[src/rtl/mcr_pkg.sv]
// Shared constants and types for the core register block
package mcr_pkg;
  localparam int PC_W        = 12;     // Program counter width
  localparam int DATA_W      = 8;      // Data register width
  localparam int STACK_DEPTH = 6;      // Return stack levels
  localparam int DEPTH_W     = 3;      // Stack fill counter width
  localparam int MCYC_DIV    = 13;     // Clock cycles per machine cycle
  localparam int DIV_W       = 4;      // Divider counter width
  localparam int BANK_W      = 2;      // Program bank select width

  // Data-space addresses of the mapped core registers
  localparam logic [7:0] ADDR_IDX_FIRST   = 8'h80;
  localparam logic [7:0] ADDR_IDX_SECOND  = 8'h81;
  localparam logic [7:0] ADDR_SHD_FIRST   = 8'h82;
  localparam logic [7:0] ADDR_SHD_SECOND  = 8'h83;
  localparam logic [7:0] ADDR_ACC         = 8'hff;

  localparam logic [11:0] RESET_VEC = 12'hffe;  // Reset vector
  localparam logic [7:0]  REG_RST   = 8'h00;    // Data register reset
  localparam logic [1:0]  BANK_RST  = 2'h0;     // Bank select reset

  // Next-address source for the program counter
  typedef enum logic [3:0] {
    PC_HOLD, PC_INC, PC_JUMP, PC_CALL, PC_REL,
    PC_IRQ, PC_NMI, PC_RET, PC_RETURN_FROM_IRQ
  } mcr_pc_op_t;

  // Execution context selecting the flag pair
  typedef enum logic [1:0] {
    CTX_NORMAL, CTX_IRQ, CTX_NMI
  } mcr_ctx_t;
endpackage : mcr_pkg

[src/rtl/mcr_stk_if.sv]
// Link between core and return stack
`timescale 1ns/1ps
interface mcr_stk_if;
  import mcr_pkg::*;
  logic                push;       // Shift deeper, load first level
  logic                pop;        // Shift back up one level
  logic [PC_W-1:0]     push_data;  // Address pushed
  logic [PC_W-1:0]     top;        // First level
  logic                empty;      // No level held
  logic [DEPTH_W-1:0]  depth;      // Levels held
  modport core  (output push, pop, push_data, input top, empty, depth);
  modport stack (input push, pop, push_data, output top, empty, depth);
endinterface : mcr_stk_if

[src/rtl/mcr_core_regs.sv]
// Core registers, program counter, banked flags and machine cycle
`timescale 1ns/1ps
module mcr_core_regs
  import mcr_pkg::*;
#(
  parameter int DIV = MCYC_DIV              // Clocks per machine cycle
) (
  input  wire logic                i_clk,         // 40 MHz clock
  input  wire logic                i_rst,         // Sync reset, high
  // Sequencer control, taken on the machine-cycle strobe
  input  wire mcr_pc_op_t          i_pc_op,       // Next-address source
  input  wire logic [PC_W-1:0]     i_pc_target,   // Jump/call/vector
  input  wire logic [7:0]          i_rel_offset,  // Signed branch offset
  input  wire logic                i_c_we,        // Update active carry
  input  wire logic                i_c_val,       // New carry value
  input  wire logic                i_z_we,        // Update active zero
  input  wire logic [DATA_W-1:0]   i_alu_result,  // Result for zero test
  // Direct accumulator write, any clock
  input  wire logic                i_acc_we,      // Accumulator load
  input  wire logic [DATA_W-1:0]   i_acc_wdata,   // Accumulator data
  // Data-space access, any clock
  input  wire logic [7:0]          i_ds_addr,     // Data address
  input  wire logic                i_ds_wr,       // Write strobe
  input  wire logic                i_ds_rd,       // Read strobe
  input  wire logic [DATA_W-1:0]   i_ds_wdata,    // Write data
  output logic [DATA_W-1:0]        o_ds_rdata,    // Read data, next clock
  output logic                     o_ds_hit,      // Read hit core reg
  // Program bank select
  input  wire logic                i_bank_we,     // Bank load
  input  wire logic [BANK_W-1:0]   i_bank_wdata,  // Bank value
  // Visible state
  output logic                     o_mcycle,      // Machine-cycle strobe
  output logic [PC_W-1:0]          o_pc,          // Program counter
  output logic [BANK_W+PC_W-1:0]   o_prog_addr,   // Bank and PC
  output mcr_ctx_t                 o_ctx,         // Active context
  output logic                     o_carry,       // Active carry
  output logic                     o_zero,        // Active zero
  output logic [DATA_W-1:0]        o_acc,         // Accumulator
  output logic [DATA_W-1:0]        o_idx_first,   // Pointer one
  output logic [DATA_W-1:0]        o_idx_second,  // Pointer two
  output logic [DATA_W-1:0]        o_shd_first,   // Short-direct one
  output logic [DATA_W-1:0]        o_shd_second,  // Short-direct two
  output logic [DEPTH_W-1:0]       o_stack_depth  // Stack levels held
);

  // True for the five mapped core addresses
  function automatic logic is_core_addr(input logic [7:0] a);
    return a == ADDR_ACC || a == ADDR_IDX_FIRST ||
           a == ADDR_IDX_SECOND || a == ADDR_SHD_FIRST ||
           a == ADDR_SHD_SECOND;
  endfunction : is_core_addr

  // Plain increment, shared by fetch and empty-stack return
  function automatic logic [PC_W-1:0] pc_plus_one(
    input logic [PC_W-1:0] p);
    return p + 12'h001;
  endfunction : pc_plus_one

  mcr_stk_if stk ();                      // Stack link

  mcr_ret_stack u_stack (
    .i_clk (i_clk),
    .i_rst (i_rst),
    .s     (stk.stack)
  );

  // ---- Machine-cycle divider
  logic [DIV_W-1:0] div_cnt;              // Clock position in cycle
  logic [DIV_W-1:0] next_div_cnt;
  logic             strobe;               // Last clock of the cycle

  assign strobe   = (div_cnt == DIV_W'(DIV - 1));
  assign o_mcycle = strobe;

  // Wrap every DIV clocks; all sequencing steps on the strobe
  always_comb begin
    next_div_cnt = strobe ? '0 : div_cnt + 1'b1;
  end

  always_ff @(posedge i_clk) begin
    if (i_rst) begin
      div_cnt <= '0;
    end else begin
      div_cnt <= next_div_cnt;
    end
  end

  // ---- Data registers
  logic [DATA_W-1:0] acc, idx1, idx2, shd1, shd2;   // Core registers
  logic [DATA_W-1:0] next_acc, next_idx1, next_idx2;
  logic [DATA_W-1:0] next_shd1, next_shd2;
  logic [BANK_W-1:0] bank, next_bank;               // Program bank

  // Writes land at once so the next instruction sees them
  always_comb begin
    next_acc  = acc;
    next_idx1 = idx1;
    next_idx2 = idx2;
    next_shd1 = shd1;
    next_shd2 = shd2;
    next_bank = i_bank_we ? i_bank_wdata : bank;
    if (i_ds_wr && is_core_addr(i_ds_addr)) begin
      case (i_ds_addr)
        ADDR_ACC:        next_acc  = i_ds_wdata;
        ADDR_IDX_FIRST:  next_idx1 = i_ds_wdata;
        ADDR_IDX_SECOND: next_idx2 = i_ds_wdata;
        ADDR_SHD_FIRST:  next_shd1 = i_ds_wdata;
        ADDR_SHD_SECOND: next_shd2 = i_ds_wdata;
        default: ;                                  // Not ours
      endcase
    end
    // Direct load wins: ALU writeback is the newer value
    if (i_acc_we) begin
      next_acc = i_acc_wdata;
    end
  end

  always_ff @(posedge i_clk) begin
    if (i_rst) begin
      acc  <= REG_RST;
      idx1 <= REG_RST;
      idx2 <= REG_RST;
      shd1 <= REG_RST;
      shd2 <= REG_RST;
      bank <= BANK_RST;
    end else begin
      acc  <= next_acc;
      idx1 <= next_idx1;
      idx2 <= next_idx2;
      shd1 <= next_shd1;
      shd2 <= next_shd2;
      bank <= next_bank;
    end
  end

  // ---- Data-space read port
  logic [DATA_W-1:0] next_rdata;          // Read mux
  logic              next_hit;            // Address matched

  // Reads return old contents; a same-clock write shows next read
  always_comb begin
    next_hit = i_ds_rd && is_core_addr(i_ds_addr);
    case (i_ds_addr)
      ADDR_ACC:        next_rdata = acc;
      ADDR_IDX_FIRST:  next_rdata = idx1;
      ADDR_IDX_SECOND: next_rdata = idx2;
      ADDR_SHD_FIRST:  next_rdata = shd1;
      ADDR_SHD_SECOND: next_rdata = shd2;
      default:         next_rdata = '0;     // Unmapped reads zero
    endcase
    if (!i_ds_rd) begin
      next_rdata = '0;
    end
  end

  always_ff @(posedge i_clk) begin
    if (i_rst) begin
      o_ds_rdata <= '0;
      o_ds_hit   <= 1'b0;
    end else begin
      o_ds_rdata <= next_rdata;
      o_ds_hit   <= next_hit;
    end
  end

  // ---- Program counter, context and flags
  logic [PC_W-1:0] pc, next_pc;           // Program counter
  mcr_ctx_t        ctx, next_ctx;         // Active context
  mcr_ctx_t        hist0, next_hist0;     // Context to return to
  mcr_ctx_t        hist1, next_hist1;     // One deeper
  logic            flag_c [3];            // Carry per context
  logic            flag_z [3];            // Zero per context
  logic            next_flag_c [3];
  logic            next_flag_z [3];
  logic            push, pop;             // Stack requests

  // Sequencer step; only the active pair is ever written
  always_comb begin
    next_pc     = pc;
    next_ctx    = ctx;
    next_hist0  = hist0;
    next_hist1  = hist1;
    next_flag_c = flag_c;
    next_flag_z = flag_z;
    push        = 1'b0;
    pop         = 1'b0;
    if (strobe) begin
      // Flags belong to the instruction ending now
      if (i_c_we) begin
        next_flag_c[ctx] = i_c_val;
      end
      if (i_z_we) begin
        next_flag_z[ctx] = (i_alu_result == '0);
      end
      case (i_pc_op)
        PC_HOLD: ;
        PC_INC:  next_pc = pc_plus_one(pc);
        PC_JUMP: next_pc = i_pc_target;
        PC_CALL: begin
          push    = 1'b1;
          next_pc = i_pc_target;
        end
        PC_REL:  next_pc = pc + {{4{i_rel_offset[7]}},
                                 i_rel_offset};
        PC_IRQ, PC_NMI: begin
          push       = 1'b1;
          next_pc    = i_pc_target;
          next_hist1 = hist0;
          next_hist0 = ctx;
          next_ctx   = (i_pc_op == PC_NMI) ? CTX_NMI
                                           : CTX_IRQ;
        end
        PC_RET, PC_RETURN_FROM_IRQ: begin
          if (stk.empty) begin
            next_pc = pc_plus_one(pc);
          end else begin
            pop     = 1'b1;
            next_pc = stk.top;
          end
          if (i_pc_op == PC_RETURN_FROM_IRQ) begin
            next_ctx   = hist0;
            next_hist0 = hist1;
            next_hist1 = CTX_NORMAL;
          end
        end
        default: ;                                      // Undefined op
      endcase
    end
  end

  assign stk.push      = push;
  assign stk.pop       = pop;
  assign stk.push_data = pc;

  // Reset enters the non-maskable context at the vector
  always_ff @(posedge i_clk) begin
    if (i_rst) begin
      pc    <= RESET_VEC;
      ctx   <= CTX_NMI;
      hist0 <= CTX_NORMAL;
      hist1 <= CTX_NORMAL;
      for (int i = 0; i < 3; i++) begin
        flag_c[i] <= 1'b0;
        flag_z[i] <= 1'b0;
      end
    end else begin
      pc     <= next_pc;
      ctx    <= next_ctx;
      hist0  <= next_hist0;
      hist1  <= next_hist1;
      flag_c <= next_flag_c;
      flag_z <= next_flag_z;
    end
  end

  assign o_pc          = pc;
  assign o_prog_addr   = {bank, pc};
  assign o_ctx         = ctx;
  assign o_carry       = flag_c[ctx];
  assign o_zero        = flag_z[ctx];
  assign o_acc         = acc;
  assign o_idx_first   = idx1;
  assign o_idx_second  = idx2;
  assign o_shd_first   = shd1;
  assign o_shd_second  = shd2;
  assign o_stack_depth = stk.depth;
endmodule : mcr_core_regs

[src/rtl/mcr_ret_stack.sv]
// Six-level saturating hardware return stack
`timescale 1ns/1ps
module mcr_ret_stack
  import mcr_pkg::*;
(
  input  wire logic i_clk,       // Core clock
  input  wire logic i_rst,       // Sync reset, high
  mcr_stk_if.stack  s            // Push/pop port
);
  logic [PC_W-1:0]    lvl      [STACK_DEPTH];  // Stack levels
  logic [PC_W-1:0]    next_lvl [STACK_DEPTH];
  logic [DEPTH_W-1:0] depth;                   // Fill count
  logic [DEPTH_W-1:0] next_depth;

  assign s.top   = lvl[0];
  assign s.empty = (depth == '0);
  assign s.depth = depth;

  // Shift logic; push wins if both ever arrive together
  always_comb begin
    next_lvl   = lvl;
    next_depth = depth;
    if (s.push) begin
      // Oldest level falls off the bottom
      for (int i = STACK_DEPTH - 1; i > 0; i--) begin
        next_lvl[i] = lvl[i-1];
      end
      next_lvl[0] = s.push_data;
      if (depth != DEPTH_W'(STACK_DEPTH)) begin
        next_depth = depth + 1'b1;
      end
    end else if (s.pop && depth != '0) begin
      for (int i = 0; i < STACK_DEPTH - 1; i++) begin
        next_lvl[i] = lvl[i+1];
      end
      next_lvl[STACK_DEPTH-1] = '0;
      next_depth = depth - 1'b1;
    end
  end

  // Registers; reset empties the stack
  always_ff @(posedge i_clk) begin
    if (i_rst) begin
      for (int i = 0; i < STACK_DEPTH; i++) begin
        lvl[i] <= '0;
      end
      depth <= '0;
    end else begin
      lvl   <= next_lvl;
      depth <= next_depth;
    end
  end
endmodule : mcr_ret_stack

[config.mk]
export PLATFORM = sky130hd
export DESIGN_NAME = mcr_core_regs
export DESIGN_NICKNAME = d
export VERILOG_FILES = /design/src/rtl/mcr_pkg.sv /design/src/rtl/mcr_stk_if.sv /design/src/rtl/mcr_core_regs.sv /design/src/rtl/mcr_ret_stack.sv
export SDC_FILE = /design/constraint.sdc
export NUM_CORES = 1
export LEC_CHECK = 0
export ABC_AREA = 1
export BUFFER_PORTS_ARGS = -buffer_cell sky130_fd_sc_hd__buf_2
export CORE_ASPECT_RATIO = 1.2
export CORE_MARGIN = 4
export CORE_UTILIZATION = 53
export DETAILED_ROUTE_END_ITERATION = 10
export PLACE_DENSITY_LB_ADDON = 0.15
export SLEW_MARGIN = 20
export SYNTH_ARGS = -nofsm -noshare
export SYNTH_HDL_FRONTEND = slang
export SYNTH_SLANG_ARGS = --single-unit
[constraint.sdc]
create_clock -name i_clk -period 4.2 [get_ports i_clk]
set_clock_uncertainty 0.15 [all_clocks]
set_input_delay 0.84 -clock i_clk [delete_from_list [all_inputs] [get_ports i_clk]]
set_output_delay 0.84 -clock i_clk [all_outputs]
set_load 0.02 [all_outputs]
==> results.sh, run 1 <==
export IMPL_post_cts_resized=0
export IMPL_clock_sinks=154
export IMPL_post_cts_setup_buffers=0
export IMPL_final_util_pct=62.86
export IMPL_numCtsBuffers=17
export IMPL_max_stage_delay_ps=380
export IMPL_wl_um=21120
export IMPL_drcViolationCount=0
export IMPL_yosys_warnings=0
export IMPL_power_density_nw_per_um2=350.8
export IMPL_syn_avg_cell_area_um2=6.888
export IMPL_peakVddDrop_mv=0.2612
export IMPL_grt_max_degree=100
export IMPL_hold_viol=0
export IMPL_port_buffers=149
export IMPL_chipHeight_um=141.2
export IMPL_hold_ws_ps=308.5
export IMPL_detail_route_wl_per_cell_um=14.77
export IMPL_multi_input_area_um2=4079
export IMPL_die_w_um=119.0
export IMPL_drive_above_1_share_pct=16.73
export IMPL_grt_pass1_wl_um=35400
export IMPL_syn_area_um2=7831
export IMPL_overflow=0
export IMPL_worst_path_max_fanout=12
export IMPL_viasPerCell=5.599
export IMPL_dp_hpwl_um=14370
export IMPL_cp_slowest_cell="inv_1"
export IMPL_rows=48
export IMPL_synth_seq_cells=154
export IMPL_area_growth_pct=15.69
export IMPL_final_max_slew_viol_count=0
export IMPL_period_share_pct=68.26
export IMPL_ff_latch_area_um2=3083
export IMPL_initialDrtViolationCount=646
export IMPL_power_total_mw=3.179
export IMPL_antenna_found_initial=0
export IMPL_syn_nets=1220
export IMPL_start_util_pct=54.33
export IMPL_cellLeakagePower_nw=3.676
export IMPL_outcome="complete, no violations"
export IMPL_post_synth_num_cell_types=37
export IMPL_clkLatencyLatePin_ps=430
export IMPL_finalCriticalPeriod_ps=2867
export IMPL_track_usage_pct=25.39
export IMPL_num_antenna_cells=0
export IMPL_vias=8006
export IMPL_clockBufferDepth=2
export IMPL_num_nets_final=1328
export IMPL_fin_cells=1430
export IMPL_cts_htree_levels=4
export IMPL_grt_pass1_vias=7489
export IMPL_start_kind="flip-flop"
export IMPL_die_area_um2=16790
export IMPL_arrival_ps=1880
export IMPL_clk_pin_slew_ps=60
export IMPL_core_area_um2=14410
export IMPL_critPathKind="reg2out"
export IMPL_setup_viol_count_final=0
export IMPL_rsz0062_at_grt="no"
export IMPL_ys_seq_area_share_pct=39.37
export IMPL_cts_tree="yes"
export IMPL_crit_top_cell="inv_1"
export IMPL_cts_hold_buf=0
export IMPL_drt_pass1_iterations=5
export IMPL_fmax_mhz=348.8
export IMPL_antenna_left=0
export IMPL_path_cells="inv_1 > ha_1 > nand3_1 > inv_1 > buf_2"
export IMPL_worst_ep_required_time_ps=3210
export IMPL_dp_cells=1401
export IMPL_min_delay_path_class="reg2reg"
export IMPL_syn_inst=1137
export IMPL_max_cap_viol_count=0
export IMPL_tns_ps=0
export IMPL_filler_cell_count=1361
export IMPL_pin_count=150
export IMPL_worst_slew_pin_slew_ps=1081
export IMPL_cts_root_buffer="clkbuf_16"
export IMPL_gp_congestion=0.8776
export IMPL_endpoint_kind="output port"
export IMPL_slew_headroom_pct=27.96
state kept, by name (all words and copies together) (netlist names):
name,flops
o_ds_hit,1
u_stack.lvl,60
o_idx_second,8
div_cnt,4
o_pc,12
hist1,2
u_stack.s.depth,3
o_shd_second,8
o_shd_first,8
u_stack.s.top,12
flag_c,3
flag_z,3
o_ds_rdata,8
o_acc,8
hist0,2
o_ctx,2
bank,2
o_idx_first,8
cells in the mapped netlist:
cell	n	area share (%)
buf_6	2	0.29
buf_2	24	1.5
a211oi_1	2	0.19
nand4_1	39	3.1
a21oi_2	1	0.11
nor3_1	9	0.58
nor2_1	61	2.9
dfxtp_1	154	39
inv_1	69	3.3
fa_1	2	0.51
nand3_1	113	7.2
clkinv_2	1	0.064
clkbuf_1	22	1.1
o21ai_0	37	2.4
o21ai_1	5	0.32
buf_1	3	0.14
a21boi_0	1	0.096
nand2_1	363	17
buf_4	21	2.0
nor2_2	1	0.080
xor2_1	4	0.45
inv_2	4	0.19
and2_0	1	0.080
o21ai_4	1	0.21
a21oi_1	81	5.2
o21ai_2	1	0.11
or2_2	1	0.080
xnor2_1	6	0.67
clkinv_1	1	0.048
nor4_4	2	0.54
a31oi_1	72	5.8
nand2_2	7	0.56
ha_1	14	2.2
nor3_2	2	0.26
nor4_1	2	0.16
nand3b_1	7	0.67
nand3_2	1	0.13
cells in the final DEF (no fill, tap or decap), types with 3 or more instances in the layout:
cell,instances
clkbuf_1,3
dfxtp_1,154
nand3_1,113
nor3_1,9
xor2_1,4
inv_2,4
nand4_1,39
o21ai_1,5
xnor2_1,6
buf_2,148
nor2_1,60
clkbuf_16,17
nand3b_1,7
ha_1,14
clkinv_2,3
nand2_1,363
inv_1,69
o21ai_0,37
a21oi_1,81
a31oi_1,72
nand2_2,7
buf_4,13
where the power goes:
part	internal [mW]	switching (mW)	total (mW)
clock network	0.895	0.586	1.48
logic	0.0739	0.146	0.220
registers	1.47	0.00687	1.48
total	2.44	0.739	3.18
metrics by stage:
stage	cell area [µm²]	worst slack [ps]
floorplan	7831	1855
global placement	8502	1483
detailed placement	8502	1421
CTS	9060	1298
global route	9060	1228
finish	9060	1333
area by class of cell:
cell class | instances | area share [%]
well taps | 175 | 2.417
flip-flops and latches | 154 | 34.03
repair buffers | 161 | 9.253
clock inverters | 7 | 1.036
inverters | 75 | 3.121
multi-input cells | 836 | 45.02
clock buffers | 22 | 5.124
logic make-up after synthesis:
group                    after synthesis  share of synthesized area (%)
flip-flops                           154                          39.37
buffers and inverters                147                          8.643
AND/OR/NAND/NOR                      609                          33.79
XOR/XNOR                              10                          1.118
AO/OA/AOI/OAI                        201                          14.33
adder cells (fa/ha/maj)               16                          2.748
routing by layer:
metal	track usage (%)	vias to the layer above	share of wire, %
met4	8.908	0	2.1
met3	6.461	33	6.0
met5	0	-	0
li1	-	4021	-
met1	31.39	3739	42
met2	43.02	213	49
worst max-delay path, delay by kind of cell, from the launching register on:
family	cells	cell delay, ps
adders and majority gates	1	160
DFF	1	340
and+or+nand+nor	1	270
buffers and inverters	3	690
worst paths after layout:
path / start / to / slack, ps / depth (start not counted)
worst min register to register: u_stack.lvl[6]$_SDFFE_PP0P_ / u_stack.lvl[6]$_SDFFE_PP0P_ / 310 / 2
worst max register to register: div_cnt[0]$_SDFF_PP0_ / u_stack.s.top[11]$_SDFFE_PP0P_ / 1580 / 10
worst min-delay path: u_stack.lvl[6]$_SDFFE_PP0P_ / u_stack.lvl[6]$_SDFFE_PP0P_ / 310 / 2
worst max-delay path: div_cnt[0]$_SDFF_PP0_ / o_mcycle / 1330 / 5
(Power assumes the default switching activity.)
==> inputs of run 2 (changes only) <==
--- a/config.mk
+++ b/config.mk
@@ -9,7 +9,7 @@
 export BUFFER_PORTS_ARGS = -buffer_cell sky130_fd_sc_hd__buf_2
 export CORE_ASPECT_RATIO = 1.2
 export CORE_MARGIN = 4
-export CORE_UTILIZATION = 53
+export CORE_UTILIZATION = 50
 export DETAILED_ROUTE_END_ITERATION = 10
 export PLACE_DENSITY_LB_ADDON = 0.15
 export SLEW_MARGIN = 20
==> constraint.sdc (replaced) <==
create_clock -name i_clk -period 2.5 [get_ports i_clk]
set_clock_uncertainty 0.15 [all_clocks]
set_input_delay 0.5 -clock i_clk [delete_from_list [all_inputs] [get_ports i_clk]]
set_output_delay 0.5 -clock i_clk [all_outputs]
set_load 0.02 [all_outputs]
==> run 2 against run 1 <==
Critical path depth rose by 1. Core utilization shrank 1.4 points. Final cell count rose by 3.4%. Combinational power grew 73%. Register-to-register slack worse by 1200 ps. Critical endpoint unchanged. Largest power group is now the clock network.
==> results.sh, run 2 (synthesized netlist as in run 1, its figures left out) <==
export IMPL_outcome="complete, no violations"
export IMPL_cts_tree="yes"
export IMPL_fin_cells=1478
export IMPL_layout_commonest_cell="nand2_1"
export IMPL_initialDrtViolationCount=573
export IMPL_setup_viol_count_final=0
export IMPL_antenna_found_initial=0
export IMPL_r2r_cells=11
export IMPL_hold_viol=0
export IMPL_grt_max_degree=119
export IMPL_filler_cell_count=1483
export IMPL_post_cts_setup_buffers=0
export IMPL_min_delay_path_class="in2reg"
export IMPL_hold_depth=3
export IMPL_largest_reg_flops=60
export IMPL_regMostFlops="u_stack.lvl"
export IMPL_drt_pass1_iterations=4
export IMPL_clock_sinks=154
export IMPL_clkLatencyLatePin_ps=430
export IMPL_numCtsBuffers=17
export IMPL_slew_headroom_pct=62.93
export IMPL_clk_pin_slew_ps=60
export IMPL_viasPerCell=5.442
export IMPL_core_area_um2=15200
export IMPL_fmax_mhz=428.6
export IMPL_num_nets_final=1344
export IMPL_hp_start="i_bank_wdata[1]"
export IMPL_rows=49
export IMPL_power_total_mw=5.504
export IMPL_worst_path_max_fanout=11
export IMPL_die_w_um=122.2
export IMPL_cellLeakagePower_nw=3.783
export IMPL_pin_count=150
export IMPL_cts_hold_buf=0
export IMPL_rsz0062_at_grt="no"
export IMPL_reg2reg_slack_ps=380
export IMPL_port_buffers=149
export IMPL_ff_latch_area_um2=3083
export IMPL_dp_cells=1446
export IMPL_critPathKind="reg2out"
export IMPL_area_growth_pct=19.25
export IMPL_clockBufferDepth=2
export IMPL_dp_hpwl_um=14990
export IMPL_track_usage_pct=24.44
export IMPL_antenna_left=0
export IMPL_wl_um=21670
export IMPL_period_share_pct=93.33
export IMPL_worstReg2RegEnd="u_stack.s.depth[2]$_SDFFE_PP0P_"
export IMPL_grt_pass1_vias=7601
export IMPL_num_antenna_cells=0
export IMPL_finalCriticalPeriod_ps=2333
export IMPL_worst_slew_pin_slew_ps=556.1
export IMPL_r2r_start="div_cnt[0]$_SDFF_PP0_"
export IMPL_drcViolationCount=0
export IMPL_cts_root_buffer="clkbuf_16"
export IMPL_arrival_ps=1680
export IMPL_worst_ep_required_time_ps=1850
export IMPL_final_max_slew_viol_count=0
export IMPL_die_area_um2=17740
export IMPL_start_kind="flip-flop"
export IMPL_power_density_nw_per_um2=589.3
export IMPL_endpoint_kind="output port"
export IMPL_grt_pass1_wl_um=36160
export IMPL_overflow=0
export IMPL_hold_path_end="bank[1]$_SDFFE_PP0P_"
export IMPL_max_cap_viol_count=0
export IMPL_final_util_pct=61.42
export IMPL_vias=8044
export IMPL_hold_ws_ps=145.7
export IMPL_start_util_pct=51.51
export IMPL_tns_ps=0
export IMPL_multi_input_area_um2=4084
export IMPL_cts_htree_levels=4
export IMPL_drive_above_1_share_pct=18.29
export IMPL_gp_congestion=0.9010
export IMPL_peakVddDrop_mv=0.5248
export IMPL_detail_route_wl_per_cell_um=14.66
export IMPL_final_cell_mix="nand2_1, dfxtp_1, buf_2"
export IMPL_chipHeight_um=145.1
## run 2: cell count changes in the layout (fill, tap and decap cells not counted)
cell / previous run / this run
inv_8: 0 / 2
clkinv_2: 3 / 1
clkbuf_8: 2 / 0
nand3_1: 113 / 112
buf_12: 0 / 5
buf_4: 13 / 24
inv_6: 1 / 3
clkinv_8: 0 / 2
nand3_2: 1 / 2
clkinvlp_4: 2 / 5
clkbuf_1: 3 / 0
clkinv_4: 0 / 1
## run 2: how the worst max path moves through the flow
| stage | startpoint | to | slack (ps) | cells after the start |
|---|---|---|---|---|
| floorplan | i_rel_offset[0] | o_pc[6]$_SDFFE_PP1P_ | 490 | 12 |
| finish | div_cnt[0]$_SDFF_PP0_ | o_mcycle | 170 | 6 |
| global route | div_cnt[0]$_SDFF_PP0_ | o_mcycle | 20 | 6 |
| CTS | div_cnt[0]$_SDFF_PP0_ | o_mcycle | 40 | 6 |
| global placement | i_rel_offset[0] | o_pc[6]$_SDFFE_PP1P_ | 290 | 13 |
| detailed placement | i_pc_op[1] | u_stack.s.depth[2]$_SDFFE_PP0P_ | 210 | 12 |
## run 2: metal layers
layer	GRT usage [%]	part of all wire, %	vias to the layer above
li1	-	-	4060
met1	30.77	42	3687
met2	40.30	49	265
met3	6.656	6.6	32
met4	8.011	2.1	0
met5	0	0	-
## run 2: final cells by class
cell class | instances | area share, %
clock buffer | 17 | 4.555
clock inverter | 15 | 2.010
inverter | 75 | 3.028
multi-input combinational | 836 | 43.73
sequential | 154 | 33.01
tap | 204 | 2.733
timing repair buffer | 177 | 10.93
## run 2: timing repair
item                                    4_1_cts  5_1_grt
gates resized for setup                       0        1
endpoints found under the hold margin         0        0
endpoints found under the setup margin        0        1
## run 2: critical path: stages (launching register included)
cell,delay (ps)
dfxtp_1,390
inv_1,60
ha_1,210
nand3_2,160
inv_1,90
buf_4,180
buf_2,160
## run 2: report_power, final
| part | internal [mW] | leakage, nW | switching [mW] |
|---|---|---|---|
| Clock | 1.51 | 0.282 | 1.13 |
| Combinational | 0.132 | 2.26 | 0.249 |
| Sequential | 2.47 | 1.24 | 0.0140 |
| Total | 4.11 | 3.78 | 1.39 |
## run 2: stage by stage
stage / setup WS (ps) / instance area (µm²)
after floorplan: 494.5 / 7831
after global placement: 289.7 / 8721
after detailed placement: 211.6 / 8721
after CTS: 38.34 / 9334
after global routing: 16.23 / 9339
final: 166.8 / 9339
==> inputs of run 3 (changes only) <==
--- a/config.mk
+++ b/config.mk
@@ -11,7 +11,7 @@
 export CORE_MARGIN = 4
 export CORE_UTILIZATION = 50
 export DETAILED_ROUTE_END_ITERATION = 10
-export PLACE_DENSITY_LB_ADDON = 0.15
+export PLACE_DENSITY = 0.87
 export SLEW_MARGIN = 20
 export SYNTH_ARGS = -nofsm -noshare
 export SYNTH_HDL_FRONTEND = slang
==> run 3 against run 2 <==
Sequential power about the same. Critical path depth unchanged. Core utilization decreased by 0.40 points. Largest power group unchanged. Highest routed layer unchanged.
==> results.sh, run 3 (synthesized netlist as in run 1, its figures left out) <==
export IMPL_outcome="complete, no violations"
export IMPL_hp_start="i_bank_wdata[1]"
export IMPL_worst_ep_required_time_ps=1850
export IMPL_final_max_slew_viol_count=0
export IMPL_die_w_um=122.2
export IMPL_gp_congestion=0.9581
export IMPL_start_kind="flip-flop"
export IMPL_cts_hold_buf=0
export IMPL_die_area_um2=17740
export IMPL_crit_buf_inv=4
export IMPL_hold_viol=0
export IMPL_finalCriticalPeriod_ps=2198
export IMPL_track_usage_pct=23.75
export IMPL_power_total_mw=5.360
export IMPL_cp_slowest_cell="dfxtp_1"
export IMPL_start_util_pct=51.51
export IMPL_cellLeakagePower_nw=3.759
export IMPL_worst_path_max_fanout=11
export IMPL_drive_above_1_share_pct=17.77
export IMPL_grt_pass1_vias=7685
export IMPL_overflow=0
export IMPL_wl_um=21400
export IMPL_layout_commonest_cell="nand2_1"
export IMPL_detail_route_wl_per_cell_um=14.50
export IMPL_largest_reg_flops=60
export IMPL_worst_slew_pin_slew_ps=546.7
export IMPL_chipHeight_um=145.1
export IMPL_hold_depth=3
export IMPL_rsz0062_at_grt="no"
export IMPL_num_nets_final=1342
export IMPL_crit_top_cell="inv_1"
export IMPL_r2r_start="o_pc[1]$_SDFFE_PP1P_"
export IMPL_slew_headroom_pct=63.45
export IMPL_peakVddDrop_mv=0.4762
export IMPL_final_cell_mix="nand2_1, dfxtp_1, buf_2"
export IMPL_cts_tree="yes"
export IMPL_arrival_ps=1550
export IMPL_cts_root_buffer="clkbuf_16"
export IMPL_setup_viol_count_final=0
export IMPL_antenna_found_initial=0
export IMPL_clk_pin_slew_ps=60
export IMPL_num_antenna_cells=0
export IMPL_regMostFlops="u_stack.lvl"
export IMPL_clock_sinks=154
export IMPL_power_density_nw_per_um2=577.7
export IMPL_post_cts_setup_buffers=0
export IMPL_core_area_um2=15200
export IMPL_hold_path_end="bank[1]$_SDFFE_PP0P_"
export IMPL_cts_htree_levels=4
export IMPL_port_buffers=149
export IMPL_min_delay_path_class="in2reg"
export IMPL_numCtsBuffers=17
export IMPL_cp_startpoint="div_cnt[0]$_SDFF_PP0_"
export IMPL_tns_ps=0
export IMPL_antenna_left=0
export IMPL_pin_count=150
export IMPL_grt_pass1_wl_um=35260
export IMPL_r2r_cells=9
export IMPL_period_share_pct=87.94
export IMPL_critPathKind="reg2out"
export IMPL_initialDrtViolationCount=651
export IMPL_path_cells="inv_1 > ha_1 > nand3_1 > inv_1 > buf_4 > buf_2"
export IMPL_post_cts_resized=0
export IMPL_dp_hpwl_um=14860
export IMPL_drt_pass1_iterations=7
export IMPL_drcViolationCount=0
export IMPL_endpoint_kind="output port"
export IMPL_max_stage_delay_ps=370
export IMPL_rows=49
export IMPL_clkLatencyLatePin_ps=420
export IMPL_fmax_mhz=454.9
export IMPL_vias=8254
export IMPL_max_cap_viol_count=0
export IMPL_reg2reg_slack_ps=380
export IMPL_viasPerCell=5.592
export IMPL_critPathTopFamily="buffers and inverters"
export IMPL_clockBufferDepth=2
export IMPL_area_growth_pct=18.47
export IMPL_fin_area_um2=9278
export IMPL_filler_cell_count=1350
export IMPL_placed_area_um2=8706
export IMPL_worstReg2RegEnd="o_pc[8]$_SDFFE_PP1P_"
export IMPL_grt_max_degree=100
## run 3: layout make-up
class	count	area (µm²)	share of cell area, %
multi-input cells	836	4079	43.96
flip-flops and latches	154	3083	33.23
repair buffers	175	1006	10.84
clock buffers	22	454.2	4.895
inverters	75	282.8	3.048
well taps	204	255.2	2.751
clock inverters	10	117.6	1.268
## run 3: worst max-delay path by stage
stage | end | cells past startpoint
3_5_place_dp | o_pc[2]$_SDFFE_PP1P_ | 9
6_report | o_mcycle | 6
4_1_cts | o_mcycle | 6
5_1_grt | o_carry | 5
3_3_place_gp | o_pc[8]$_SDFFE_PP1P_ | 13
2_1_floorplan | o_pc[6]$_SDFFE_PP1P_ | 12
## run 3: tightest hold or removal path: cells and delay by family
kind,cells,cell delay [ps]
and+or+nand+nor,2,110
buffers and inverters,1,70
## run 3: power by group
group	total [mW]	internal (mW)	switching, mW
clock network	2.49	1.50	0.996
logic	0.383	0.130	0.253
registers	2.48	2.47	0.0118
total	5.36	4.10	1.26
## run 3: metal layers
layer	up-vias	global-route usage, %	share of wire (%)
li1	4064	-	-
met1	3777	28.77	40
met5	-	0	0
met4	0	11.20	3.6
met3	62	7.162	8.6
met2	351	38.27	47
## run 3: per-stage QoR
| stage | setup slack (ps) | instances | utilization, % | hold slack [ps] |
|---|---|---|---|---|
| 5_1_grt | 162.3 | 1476 | 61.02 | 159.2 |
| 2_1_floorplan | 494.5 | 1137 | - | 279.7 |
| 4_1_cts | 279.1 | 1476 | 61.02 | 141.4 |
| 3_5_place_dp | 223.4 | 1444 | 57.26 | 302.7 |
| 6_report | 301.6 | 1476 | 61.02 | 150.5 |
| 3_3_place_gp | 293.0 | 1444 | 57.26 | 295.2 |
